<file path="config.mk">
export PLATFORM = sky130hd
export DESIGN_NAME = nfc_host
export DESIGN_NICKNAME = d
export VERILOG_FILES = /design/src/nfc_pkg.sv /design/src/nfc_host.sv
export SDC_FILE = /design/constraint.sdc
export NUM_CORES = 1
export LEC_CHECK = 0
export BUFFER_PORTS_ARGS = -buffer_cell sky130_fd_sc_hd__buf_2
export CAP_MARGIN = 20
export CORE_AREA = 3 3 76 85
export CTS_BUF_LIST = sky130_fd_sc_hd__clkbuf_2 sky130_fd_sc_hd__clkbuf_4 sky130_fd_sc_hd__clkbuf_8
export DETAILED_ROUTE_END_ITERATION = 6
export DIE_AREA = 0 0 79 88
export PLACE_DENSITY = 0.85
export SLEW_MARGIN = 20
export SYNTH_ARGS = -nofsm -noshare
export SYNTH_HDL_FRONTEND = slang
export SYNTH_SLANG_ARGS = --single-unit
</file>
<file path="constraint.sdc">
create_clock -name clk -period 3.1 [get_ports clk]
set_input_delay 0.155 -clock clk [delete_from_list [all_inputs] [get_ports clk]]
set_output_delay 0.155 -clock clk [all_outputs]
set_load 0.005 [all_outputs]
</file>
<file path="src/nfc_pkg.sv">
// Package of pin-cycle timing, command codes and bus widths for the flash host controller
`default_nettype none
package nfc_pkg;
    // ---------------------------------------------------------------
    // Clock and timing
    // ---------------------------------------------------------------
    localparam int ClkPeriodNs = 100;
    localparam int PorWaitUs = 1000;
    localparam int PorWaitCycles = (PorWaitUs * 1000) / ClkPeriodNs;
    localparam int StrobeLowNs = 100;
    localparam int StrobeLowCycles = (StrobeLowNs + ClkPeriodNs - 1) / ClkPeriodNs;
    localparam int PhaseW = 2;
    localparam logic [PhaseW-1:0] PhaseLast = 2'h3;
    // ---------------------------------------------------------------
    // Bus widths
    // ---------------------------------------------------------------
    localparam int DataW = 16;
    localparam logic [7:0] UpperZero = 8'h00;
    // ---------------------------------------------------------------
    // Command codes
    // ---------------------------------------------------------------
    localparam logic [7:0] CmdReset = 8'hff;
    localparam logic [7:0] CmdStatus = 8'h70;
    localparam logic [7:0] CmdStatusEnh = 8'h78;
    localparam logic [7:0] CmdReadA = 8'h00;
    localparam logic [7:0] CmdReadB = 8'h30;
    localparam logic [7:0] CmdProgA = 8'h80;
    localparam logic [7:0] CmdProgB = 8'h10;
    localparam logic [7:0] CmdProgPlane = 8'h11;
    localparam logic [7:0] CmdProgCache = 8'h15;
    localparam logic [7:0] CmdEraseA = 8'h60;
    localparam logic [7:0] CmdEraseB = 8'hd0;
    localparam logic [7:0] CmdErasePlane = 8'hd1;
    localparam logic [7:0] CmdRandIn = 8'h85;
    localparam logic [7:0] CmdRandOutA = 8'h05;
    localparam logic [7:0] CmdRandOutB = 8'he0;
    localparam logic [7:0] CmdIdRead = 8'h90;
    localparam logic [7:0] CmdUidRead = 8'hed;
    localparam logic [7:0] CmdParamRead = 8'hec;
    localparam logic [7:0] CmdSetFeat = 8'hef;
    localparam logic [7:0] CmdGetFeat = 8'hee;
    localparam logic [7:0] CmdUnprotLo = 8'h23;
    localparam logic [7:0] CmdUnprotHi = 8'h24;
    localparam logic [7:0] CmdProtect = 8'h2a;
    localparam logic [7:0] CmdSolidProt = 8'h2c;
    localparam logic [7:0] CmdProtStatus = 8'h7a;
    localparam logic [7:0] CmdCacheSeq = 8'h31;
    localparam logic [7:0] CmdCacheEnd = 8'h3f;
    // ---------------------------------------------------------------
    // Bad-block marking
    // ---------------------------------------------------------------
    localparam logic [15:0] ErasedWord = 16'hffff;
    localparam logic [15:0] BadMarkWord = 16'h0000;
    // ---------------------------------------------------------------
    // Cycle kinds requested by the user side
    // ---------------------------------------------------------------
    typedef enum logic [1:0] {KindCmd, KindAddr, KindDin, KindDout} nfc_kind_t;
endpackage
`default_nettype wire

</file>
<file path="src/nfc_host.sv">
// Host controller that drives the flash bus pins one cycle per request
`default_nettype none

// Behaviour
// - Address cycle: CLE low, ALE high.
// - Host holds write-protect high for program/erase addresses.
// - Command cycle: CLE high, ALE low.
// - Host holds write-protect high for program/erase commands.
// - Data in by write strobe, out by read.
// - Two-plane program 80,11,80,10 or 15 ending.
// - Two-plane erase 60,D1,60,D0 with addresses.
// - Host zeroes upper data lines on commands.
// - While busy only FFH, 70H, 78H issued.
// - Host waits ready or 1 ms after power-on.
// - Host holds write-protect low during power-up.
// - Host reads bad-block marks before erasing; the host does not check them, marks are read by the user with page reads.
module nfc_host #(
    parameter int PorCycles = nfc_pkg::PorWaitCycles
) (
    // Clock and reset
    input wire logic clk,
    input wire logic resetn,
    // User request side
    input wire logic reqValid,
    output logic reqReady,
    input wire nfc_pkg::nfc_kind_t reqKind,
    input wire logic [nfc_pkg::DataW-1:0] reqData,
    input wire logic writeEnable,
    output logic rspValid,
    output logic [nfc_pkg::DataW-1:0] rspData,
    output logic rejected,
    output logic busy,
    output logic powerUpDone,
    // Flash pins
    output logic chipSelN,
    output logic cmdLatch,
    output logic addrLatch,
    output logic wrStrobeN,
    output logic rd_strobe_n,
    output logic wrProtN,
    input wire logic readyBusyN,
    input wire logic [nfc_pkg::DataW-1:0] ioIn,
    output logic [nfc_pkg::DataW-1:0] ioOut,
    output logic ioOeN
);
    // ---------------------------------------------------------------
    // State
    // ---------------------------------------------------------------
    typedef enum logic [1:0] {StPor, StIdle, StCycle} nfc_state_t;
    nfc_state_t state_q, state_d;
    logic [31:0] porCnt_q;                     // Power-on wait counter
    logic [nfc_pkg::PhaseW-1:0] phase_q;       // Phase within a bus cycle
    nfc_pkg::nfc_kind_t kind_q;                // Kind of cycle in flight
    logic [nfc_pkg::DataW-1:0] out_q;          // Value driven on the bus
    logic [nfc_pkg::DataW-1:0] rsp_q;          // Captured read value
    logic rspValid_q;
    logic rej_q;
    logic wp_q;                                // Registered write-protect level

    // ---------------------------------------------------------------
    // Decode
    // ---------------------------------------------------------------
    wire logic devBusy = ~readyBusyN;
    wire logic [7:0] cmdCode = reqData[7:0];
    wire logic busyOk = (cmdCode == nfc_pkg::CmdReset) || (cmdCode == nfc_pkg::CmdStatus)
        || (cmdCode == nfc_pkg::CmdStatusEnh);
    wire logic legalNow = !devBusy || ((reqKind == nfc_pkg::KindCmd) && busyOk);
    wire logic idle = (state_q == StIdle);
    wire logic take = idle && reqValid && legalNow;
    // Illegal-while-busy requests are refused, not stalled, so the user sees it
    wire logic refuse = idle && reqValid && !legalNow;
    wire logic cycEnd = (state_q == StCycle) && (phase_q == nfc_pkg::PhaseLast);
    wire logic strobeLow = (state_q == StCycle) && (phase_q != nfc_pkg::PhaseLast)
        && (phase_q != '0);

    assign reqReady = idle && legalNow;
    assign rspValid = rspValid_q;
    assign rspData = rsp_q;
    assign rejected = rej_q;
    assign busy = devBusy;
    assign powerUpDone = (state_q != StPor);
    assign chipSelN = !(state_q == StCycle);
    assign cmdLatch = (state_q == StCycle) && (kind_q == nfc_pkg::KindCmd);
    assign addrLatch = (state_q == StCycle) && (kind_q == nfc_pkg::KindAddr);
    // write strobe rises at end of low phase
    assign wrStrobeN = !(strobeLow && (kind_q != nfc_pkg::KindDout));
    // read strobe only for data out
    assign rd_strobe_n = !(strobeLow && (kind_q == nfc_pkg::KindDout));
    assign ioOut = out_q;
    assign ioOeN = !((state_q == StCycle) && (kind_q != nfc_pkg::KindDout));
    assign wrProtN = wp_q;

    // ---------------------------------------------------------------
    // Next state
    // ---------------------------------------------------------------
    always_comb begin
        state_d = state_q;
        unique case (state_q)
            // wait the full power-on time or see ready
            StPor: if (porCnt_q >= 32'(PorCycles) - 32'h1 || (readyBusyN && porCnt_q > 0)) begin
                state_d = StIdle;
            end
            StIdle: if (take) begin
                state_d = StCycle;
            end
            StCycle: if (cycEnd) begin
                state_d = StIdle;
            end
        endcase
    end

    // State register
    always_ff @(posedge clk or negedge resetn) begin
        if (!resetn) begin
            state_q <= StPor;
        end else begin
            state_q <= state_d;
        end
    end

    // Power-on counter and bus phase
    always_ff @(posedge clk or negedge resetn) begin
        if (!resetn) begin
            porCnt_q <= '0;
            phase_q <= '0;
        end else begin
            porCnt_q <= (state_q == StPor) ? porCnt_q + 32'h1 : porCnt_q;
            phase_q <= (state_q == StCycle) ? phase_q + 2'h1 : '0;
        end
    end

    // Request capture; upper lines forced to zero on commands
    always_ff @(posedge clk or negedge resetn) begin
        if (!resetn) begin
            kind_q <= nfc_pkg::KindCmd;
            out_q <= '0;
        end else if (take) begin
            kind_q <= reqKind;
            // upper data lines zero for commands
            out_q <= (reqKind == nfc_pkg::KindCmd) ? {nfc_pkg::UpperZero, cmdCode} : reqData;
        end
    end

    // Write-protect, read capture and refusal pulse
    always_ff @(posedge clk or negedge resetn) begin
        if (!resetn) begin
            wp_q <= 1'b0;
            rsp_q <= '0;
            rspValid_q <= 1'b0;
            rej_q <= 1'b0;
        end else begin
            wp_q <= (state_q != StPor) && writeEnable;
            rspValid_q <= 1'b0;
            rej_q <= refuse;
            // marker words returned to user
            // Sample just before the read strobe rises
            if ((state_q == StCycle) && (kind_q == nfc_pkg::KindDout)
                    && (phase_q == nfc_pkg::PhaseLast - 2'h1)) begin
                rsp_q <= ioIn;
                rspValid_q <= 1'b1;
            end
        end
    end

    // ---------------------------------------------------------------
    // Checks
    // ---------------------------------------------------------------
    // A refused request must start no bus cycle and must be flagged to the user
    busy_filter_a: assert property (@(posedge clk) disable iff (!resetn)
        (idle && reqValid && devBusy && !((reqKind == nfc_pkg::KindCmd) && busyOk))
        |=> (chipSelN && rejected))
        else $error("request not refused while busy");
    cmd_upper_a: assert property (@(posedge clk) disable iff (!resetn)
        cmdLatch |-> (ioOut[15:8] == nfc_pkg::UpperZero))
        else $error("upper lines not zero in command cycle");
    latch_excl_a: assert property (@(posedge clk) disable iff (!resetn)
        !(cmdLatch && addrLatch))
        else $error("both latches high");
    addr_cycle_a: assert property (@(posedge clk) disable iff (!resetn)
        addrLatch |-> (!chipSelN && rd_strobe_n))
        else $error("address cycle pin levels wrong");
    data_dir_a: assert property (@(posedge clk) disable iff (!resetn)
        !rd_strobe_n |-> (wrStrobeN && ioOeN && !cmdLatch && !addrLatch))
        else $error("read strobe with wrong pins");
    strobe_rise_a: assert property (@(posedge clk) disable iff (!resetn)
        ($rose(wrStrobeN) && !chipSelN) |-> $stable(ioOut))
        else $error("data moved at write strobe rise");
    por_hold_a: assert property (@(posedge clk) disable iff (!resetn)
        (state_q == StPor) |-> ##1 !wrProtN)
        else $error("write-protect released during power-up");
    por_quiet_a: assert property (@(posedge clk) disable iff (!resetn)
        (state_q == StPor) |-> chipSelN)
        else $error("bus used before power-up done");
    ready_gate_a: assert property (@(posedge clk) disable iff (!resetn)
        !powerUpDone |-> !reqReady)
        else $error("request accepted before power-up done");
    cycle_len_a: assert property (@(posedge clk) disable iff (!resetn)
        $fell(chipSelN) |-> !chipSelN [*4] ##1 chipSelN)
        else $error("chip select not low for one full cycle");
    rsp_dout_a: assert property (@(posedge clk) disable iff (!resetn)
        rspValid |-> (kind_q == nfc_pkg::KindDout))
        else $error("read data flagged outside a data-out cycle");
endmodule
`default_nettype wire

</file>
## Word level (Yosys, flattened, before mapping)

Cells that the tools add are included.

- Register bits after elaboration: 73
- Latch bits: 0
- Memory bits (writable): 0
- Memory bits (read-only): 0
- Bits of input ports: 39
- Output and inout bits: 44
- Word-level logic and storage cells: 67
- Memories: 0

- Add/sub/neg operators: 2
- $mul: 0
- Divide/modulo/power cells: 0
- $lt $le $gt $ge: 2
- Eq/ne operators: 14
- Shifts and indexed selects: 0
- Mux-type cells: 7
- Bitwise gates (word level): 1
- Reductions and logical operators: 32

Operators by type and width:

| cell | number |
|---|---|
| adder 32 x 1 -> 32 bit (second input constant) | 1 |
| greater-or-equal comparator 32 x 14 -> 1 bit (second input constant) | 1 |
| > comparator 32 x 1 -> 1 bit (second input constant) | 1 |
| logical AND 1 bit | 17 |
| == test 8 x 7 -> 1 bit (second input constant) | 2 |
| 2-to-1 mux 16 bit | 1 |
| == test 2 bit (second input constant) | 4 |
| == test 8 bit (second input constant) | 1 |
| 2-to-1 mux 2 bit | 4 |
| != test 2 bit (second input constant) | 4 |
| logical NOT 2 bit | 3 |
| one-hot mux 2 bit (3 select lines) | 1 |
| logical NOT 1 bit | 5 |
| == test 2 x 1 -> 1 bit (second input constant) | 2 |
| logical OR 1 bit | 4 |
| nonzero test 2 bit | 2 |
| AND reduction 3 bit | 1 |
| adder 2 x 1 -> 2 bit (second input constant) | 1 |
| != test 2 x 1 -> 1 bit (second input constant) | 1 |
| 2-to-1 mux 1 bit | 1 |
| inverter 1 bit | 1 |

## Longest topological paths before layout

- Depth in word-level cells: 8
- Gate-level depth with buffers: 6
- Mapped depth without buffers: 6

## Least setup slack after synthesis

No wires, ideal clock.

- Kind: register to register
- Start: register state_q[0]
- End: register porCnt_q[31]
- Setup time: 79 ps
- Data arrival time: 1511 ps
- Required time: 3021 ps
- Slack: 1509 ps
- Stages on the path, launching flop included: 5
- Buffers on the path: 0
- Clock period less this slack: 1591 ps
- Cell sequence: dfrtp_1 > nand4bb_1 > or4_4 > nor3_2 > xor2_1

- Word-level cells in the longest chain between the ends: 1

RTL lines:

| what | RTL line | RTL |
|---|---|---|
| start, declared | nfc_host.sv:50 | `nfc_state_t state_q, state_d;` |
| start signal, assigned | nfc_host.sv:115 | `state_q <= StPor;` |
| start signal, assigned | nfc_host.sv:117 | `state_q <= state_d;` |
| logical NOT 2 bit | nfc_host.sv:127 | `porCnt_q <= (state_q == StPor) ? porCnt_q + 32'h1 : porCnt_q;` |
| end signal, assigned | nfc_host.sv:127 |  |
| end, declared | nfc_host.sv:51 | `logic [31:0] porCnt_q;` |

Every way passes these cells.
A chain may end at the register's enable or synchronous reset.

## Worst setup path in the final report

- Start: register porCnt_q[11]
- End: register porCnt_q[26]

- Word-level cells in the longest chain between the ends: 1

RTL lines:

| what | RTL line |
|---|---|
| adder 32 x 1 -> 32 bit | nfc_host.sv:127 |

Every way passes these cells.

==> metrics.cfg <==
[timing]
rsz0062_at_grt=false
setup_tns_ns=0
max_freq_mhz=518.5
slew_headroom=0.5357
fin_hold_ws_ns=0.02109
fin_crit_sh=0.6222
setup_viol=0
tightest_slew_ns=0.6912
slew_viol_final=0
finalHoldViolations=0
fin_ws_ns=1.171
layout_min_cycle_time_ns=1.929
fin_skew_ns=0.009330

[global_routing]
antenna_found_initial=0
grt_usage=0.2071
first_global_vias=2417
use_met3=0.05144
overflow=0
grt_max_degree=33
met1_usage=0.2514
grt_first_pass_wirelength_um=11110
grt_util_met2=0.3499
busiest_layer=met2

[final_layout]
diodes=0
stdcell_count=443
design_area_um2=4018
syn_to_final_growth_pct=22.23
nets=405
drive_above_1_share=0.3306

[floorplan]
die_area_um2=6952
rows=29
ios=83
chipHeight_um=88
core_area_um2=5733
start_util=0.5733
die_x_um=79

[placed_design]
portBuffers=82
placed_area_um2=3795
place_hpwl_um=4964
placedCellCount=425
post-place-ws_ns=1.146
gp_congestion=0.8148

[cts]
cts_buffers=9
cts_num_sinks=73
cts_tree=built
post_cts_resize_count=0
htreeDepth=3
path_clk_slew_ns=0.08
clock_path_buffers=2
insertion_delay_ns=0.35
root_buffer=clkbuf_8

[flow_run]
max_cap_viol_count=0

[route]
ant_nets=0
routed-via-count=2419
viasPerCell=5.460
routed_wl_um=6821
first_iter_violations=129
routedWlPerCell_um=15.40
first_pass_iters=4
drc=0

[synthesis]
syn_nets=312
avgSynthCellArea_um2=12.26
yosysSeqAreaShare=0.5558
synth_commonest_cells=dfrtp_1, xnor2_1, mux2_1, nand3_1, nand4_1
synth_area_leader_cell=dfrtp_1
netlist_instances=268
synthDistinctLibCells=37
synth-edff-count=0
ys.flop_type=dfrtp_1
syn_area_um2=3287
ys_warn_count=0
synth-seq-cells=73
synthTopCellsByArea=dfrtp_1, mux2_1, xnor2_1
synthArstFlopShare=1.000
synth_top_area_frac=0.5558
synth.most_common_cell=dfrtp_1

[power]
power_switching_share=0.2916
intPower_mw=1.752
peakVddDrop_mv=0.3562
p_seq_frac=0.508
power.switching_uw=721.2
power_density_nw_per_um2=615.5
clkPwrFrac=0.301
leakage_nw=1.922
pwr-share-comb=0.191

[run_status]
status=finished, final reports clean

[hold_path]
min_path_type=input port to flop

[critical_path]
cp-start-kind=flop
setup.worst_path.class=flop to flop
crit_path_max_fanout=13
worstPathRequired_ns=3.34
worstPathArrival_ns=2.16
endpoint_kind=flop

-- logic make-up after synthesis --
kind of cell | Yosys count | synth area share
flip-flops | 73 | 0.5558
AO/OA/AOI/OAI | 7 | 0.01522
buffers and inverters | 18 | 0.02512
adder cells (fa/ha/maj) | 5 | 0.01903
AND/OR/NAND/NOR | 100 | 0.1858
XOR/XNOR | 31 | 0.08260
multiplexers | 34 | 0.1165
-- cell type report --
| type | count | area, um2 |
|---|---|---|
| Tap cell | 77 | 96.34 |
| Timing Repair Buffer | 89 | 467.9 |
| Inverter | 11 | 41.29 |
| Clock buffer | 9 | 123.9 |
| Sequential cell | 73 | 1827 |
| Fill cell | 429 | 1715 |
| Clock inverter | 7 | 78.83 |
| Multi-Input combinational cell | 177 | 1383 |
-- power groups by stage --
| stage | registers [mW] | clock network, mW | logic (mW) |
|---|---|---|---|
| after floorplan | 1.26 | 0 | 0.229 |
| after global placement | 1.26 | 0 | 0.452 |
| after detailed placement | 1.27 | 0 | 0.481 |
| after CTS | 1.25 | 0.760 | 0.483 |
| after global routing | 1.28 | 0.803 | 0.530 |
| final | 1.26 | 0.744 | 0.472 |
-- repair_timing --
item | in CTS | in global routing
hold buffers | 1 | 1
setup endpoints to repair | 0 | 0
hold endpoints to repair | 19 | 1
buffers inserted | 0 | 0
-- per-stage QoR --
stage	util	power (mW)
CTS	0.6990	2.497
global placement	0.6619	1.714
floorplan	-	1.489
detailed placement	0.6619	1.754
finish	0.7008	2.473
global route	0.7008	2.610
-- final timing paths --
check / start / to / slack [ns] / depth (start not counted)
max: porCnt_q[11]$_DFFE_PN0P_ / porCnt_q[26]$_DFFE_PN0P_ / 1.17 / 4
min: ioIn[9] / rspData[9]$_DFFE_PN0P_ / 0.02 / 2
max reg2reg: porCnt_q[11]$_DFFE_PN0P_ / porCnt_q[26]$_DFFE_PN0P_ / 1.17 / 4
min reg2reg: phase_q[0]$_DFF_PN0_ / phase_q[0]$_DFF_PN0_ / 0.48 / 1
max in group asynchronous: resetn / state_q[0]$_DFFE_PN0P_ / 2.03 / 3
min in group asynchronous: resetn / porCnt_q[12]$_DFFE_PN0P_ / 0.30 / 2
-- worst max-delay path, cell delays in order, from the launching register on --
cell	delay, ns
dfrtp_1	0.50
nand4_2	0.27
nor4_4	0.66
nand4_1	0.22
xnor2_1	0.17
-- cells in the final DEF, fill, tap and decap left out, types with 2 or more instances in the layout --
cell	n
buf_2	82
a41oi_1	2
buf_4	5
inv_1	11
nor3_2	3
and3_1	3
mux2_1	23
nor4_1	7
nor2_1	11
and2b_1	2
dlygate4sd3_1	2
ha_1	5
mux2_2	11
dfrtp_1	73
xor2_1	5
a211oi_1	2
nand3_1	16
and4_1	4
nor2b_1	8
nor3_1	6
clkinv_4	2
nand2_1	10
nand4_1	15
xnor2_1	26
nor4b_1	2
clkinvlp_4	3
clkbuf_8	9
nand4_2	2
and2_1	4
-- registers in the layout, summed over array words and instances, names as in the netlist --
register / count
rejected: 1
wrProtN: 1
kind_q: 2
ioOut: 16
rspData: 16
phase_q: 2
porCnt_q: 32
rspValid: 1
state_q: 2
-- per-layer routing --
metal | part of all wire | wire [um]
met1 | 0.42 | 2896
met2 | 0.51 | 3449
met3 | 0.049 | 331
met4 | 0.021 | 144
met5 | 0 | 0
No activity file was read; power rests on OpenSTA's default activity.
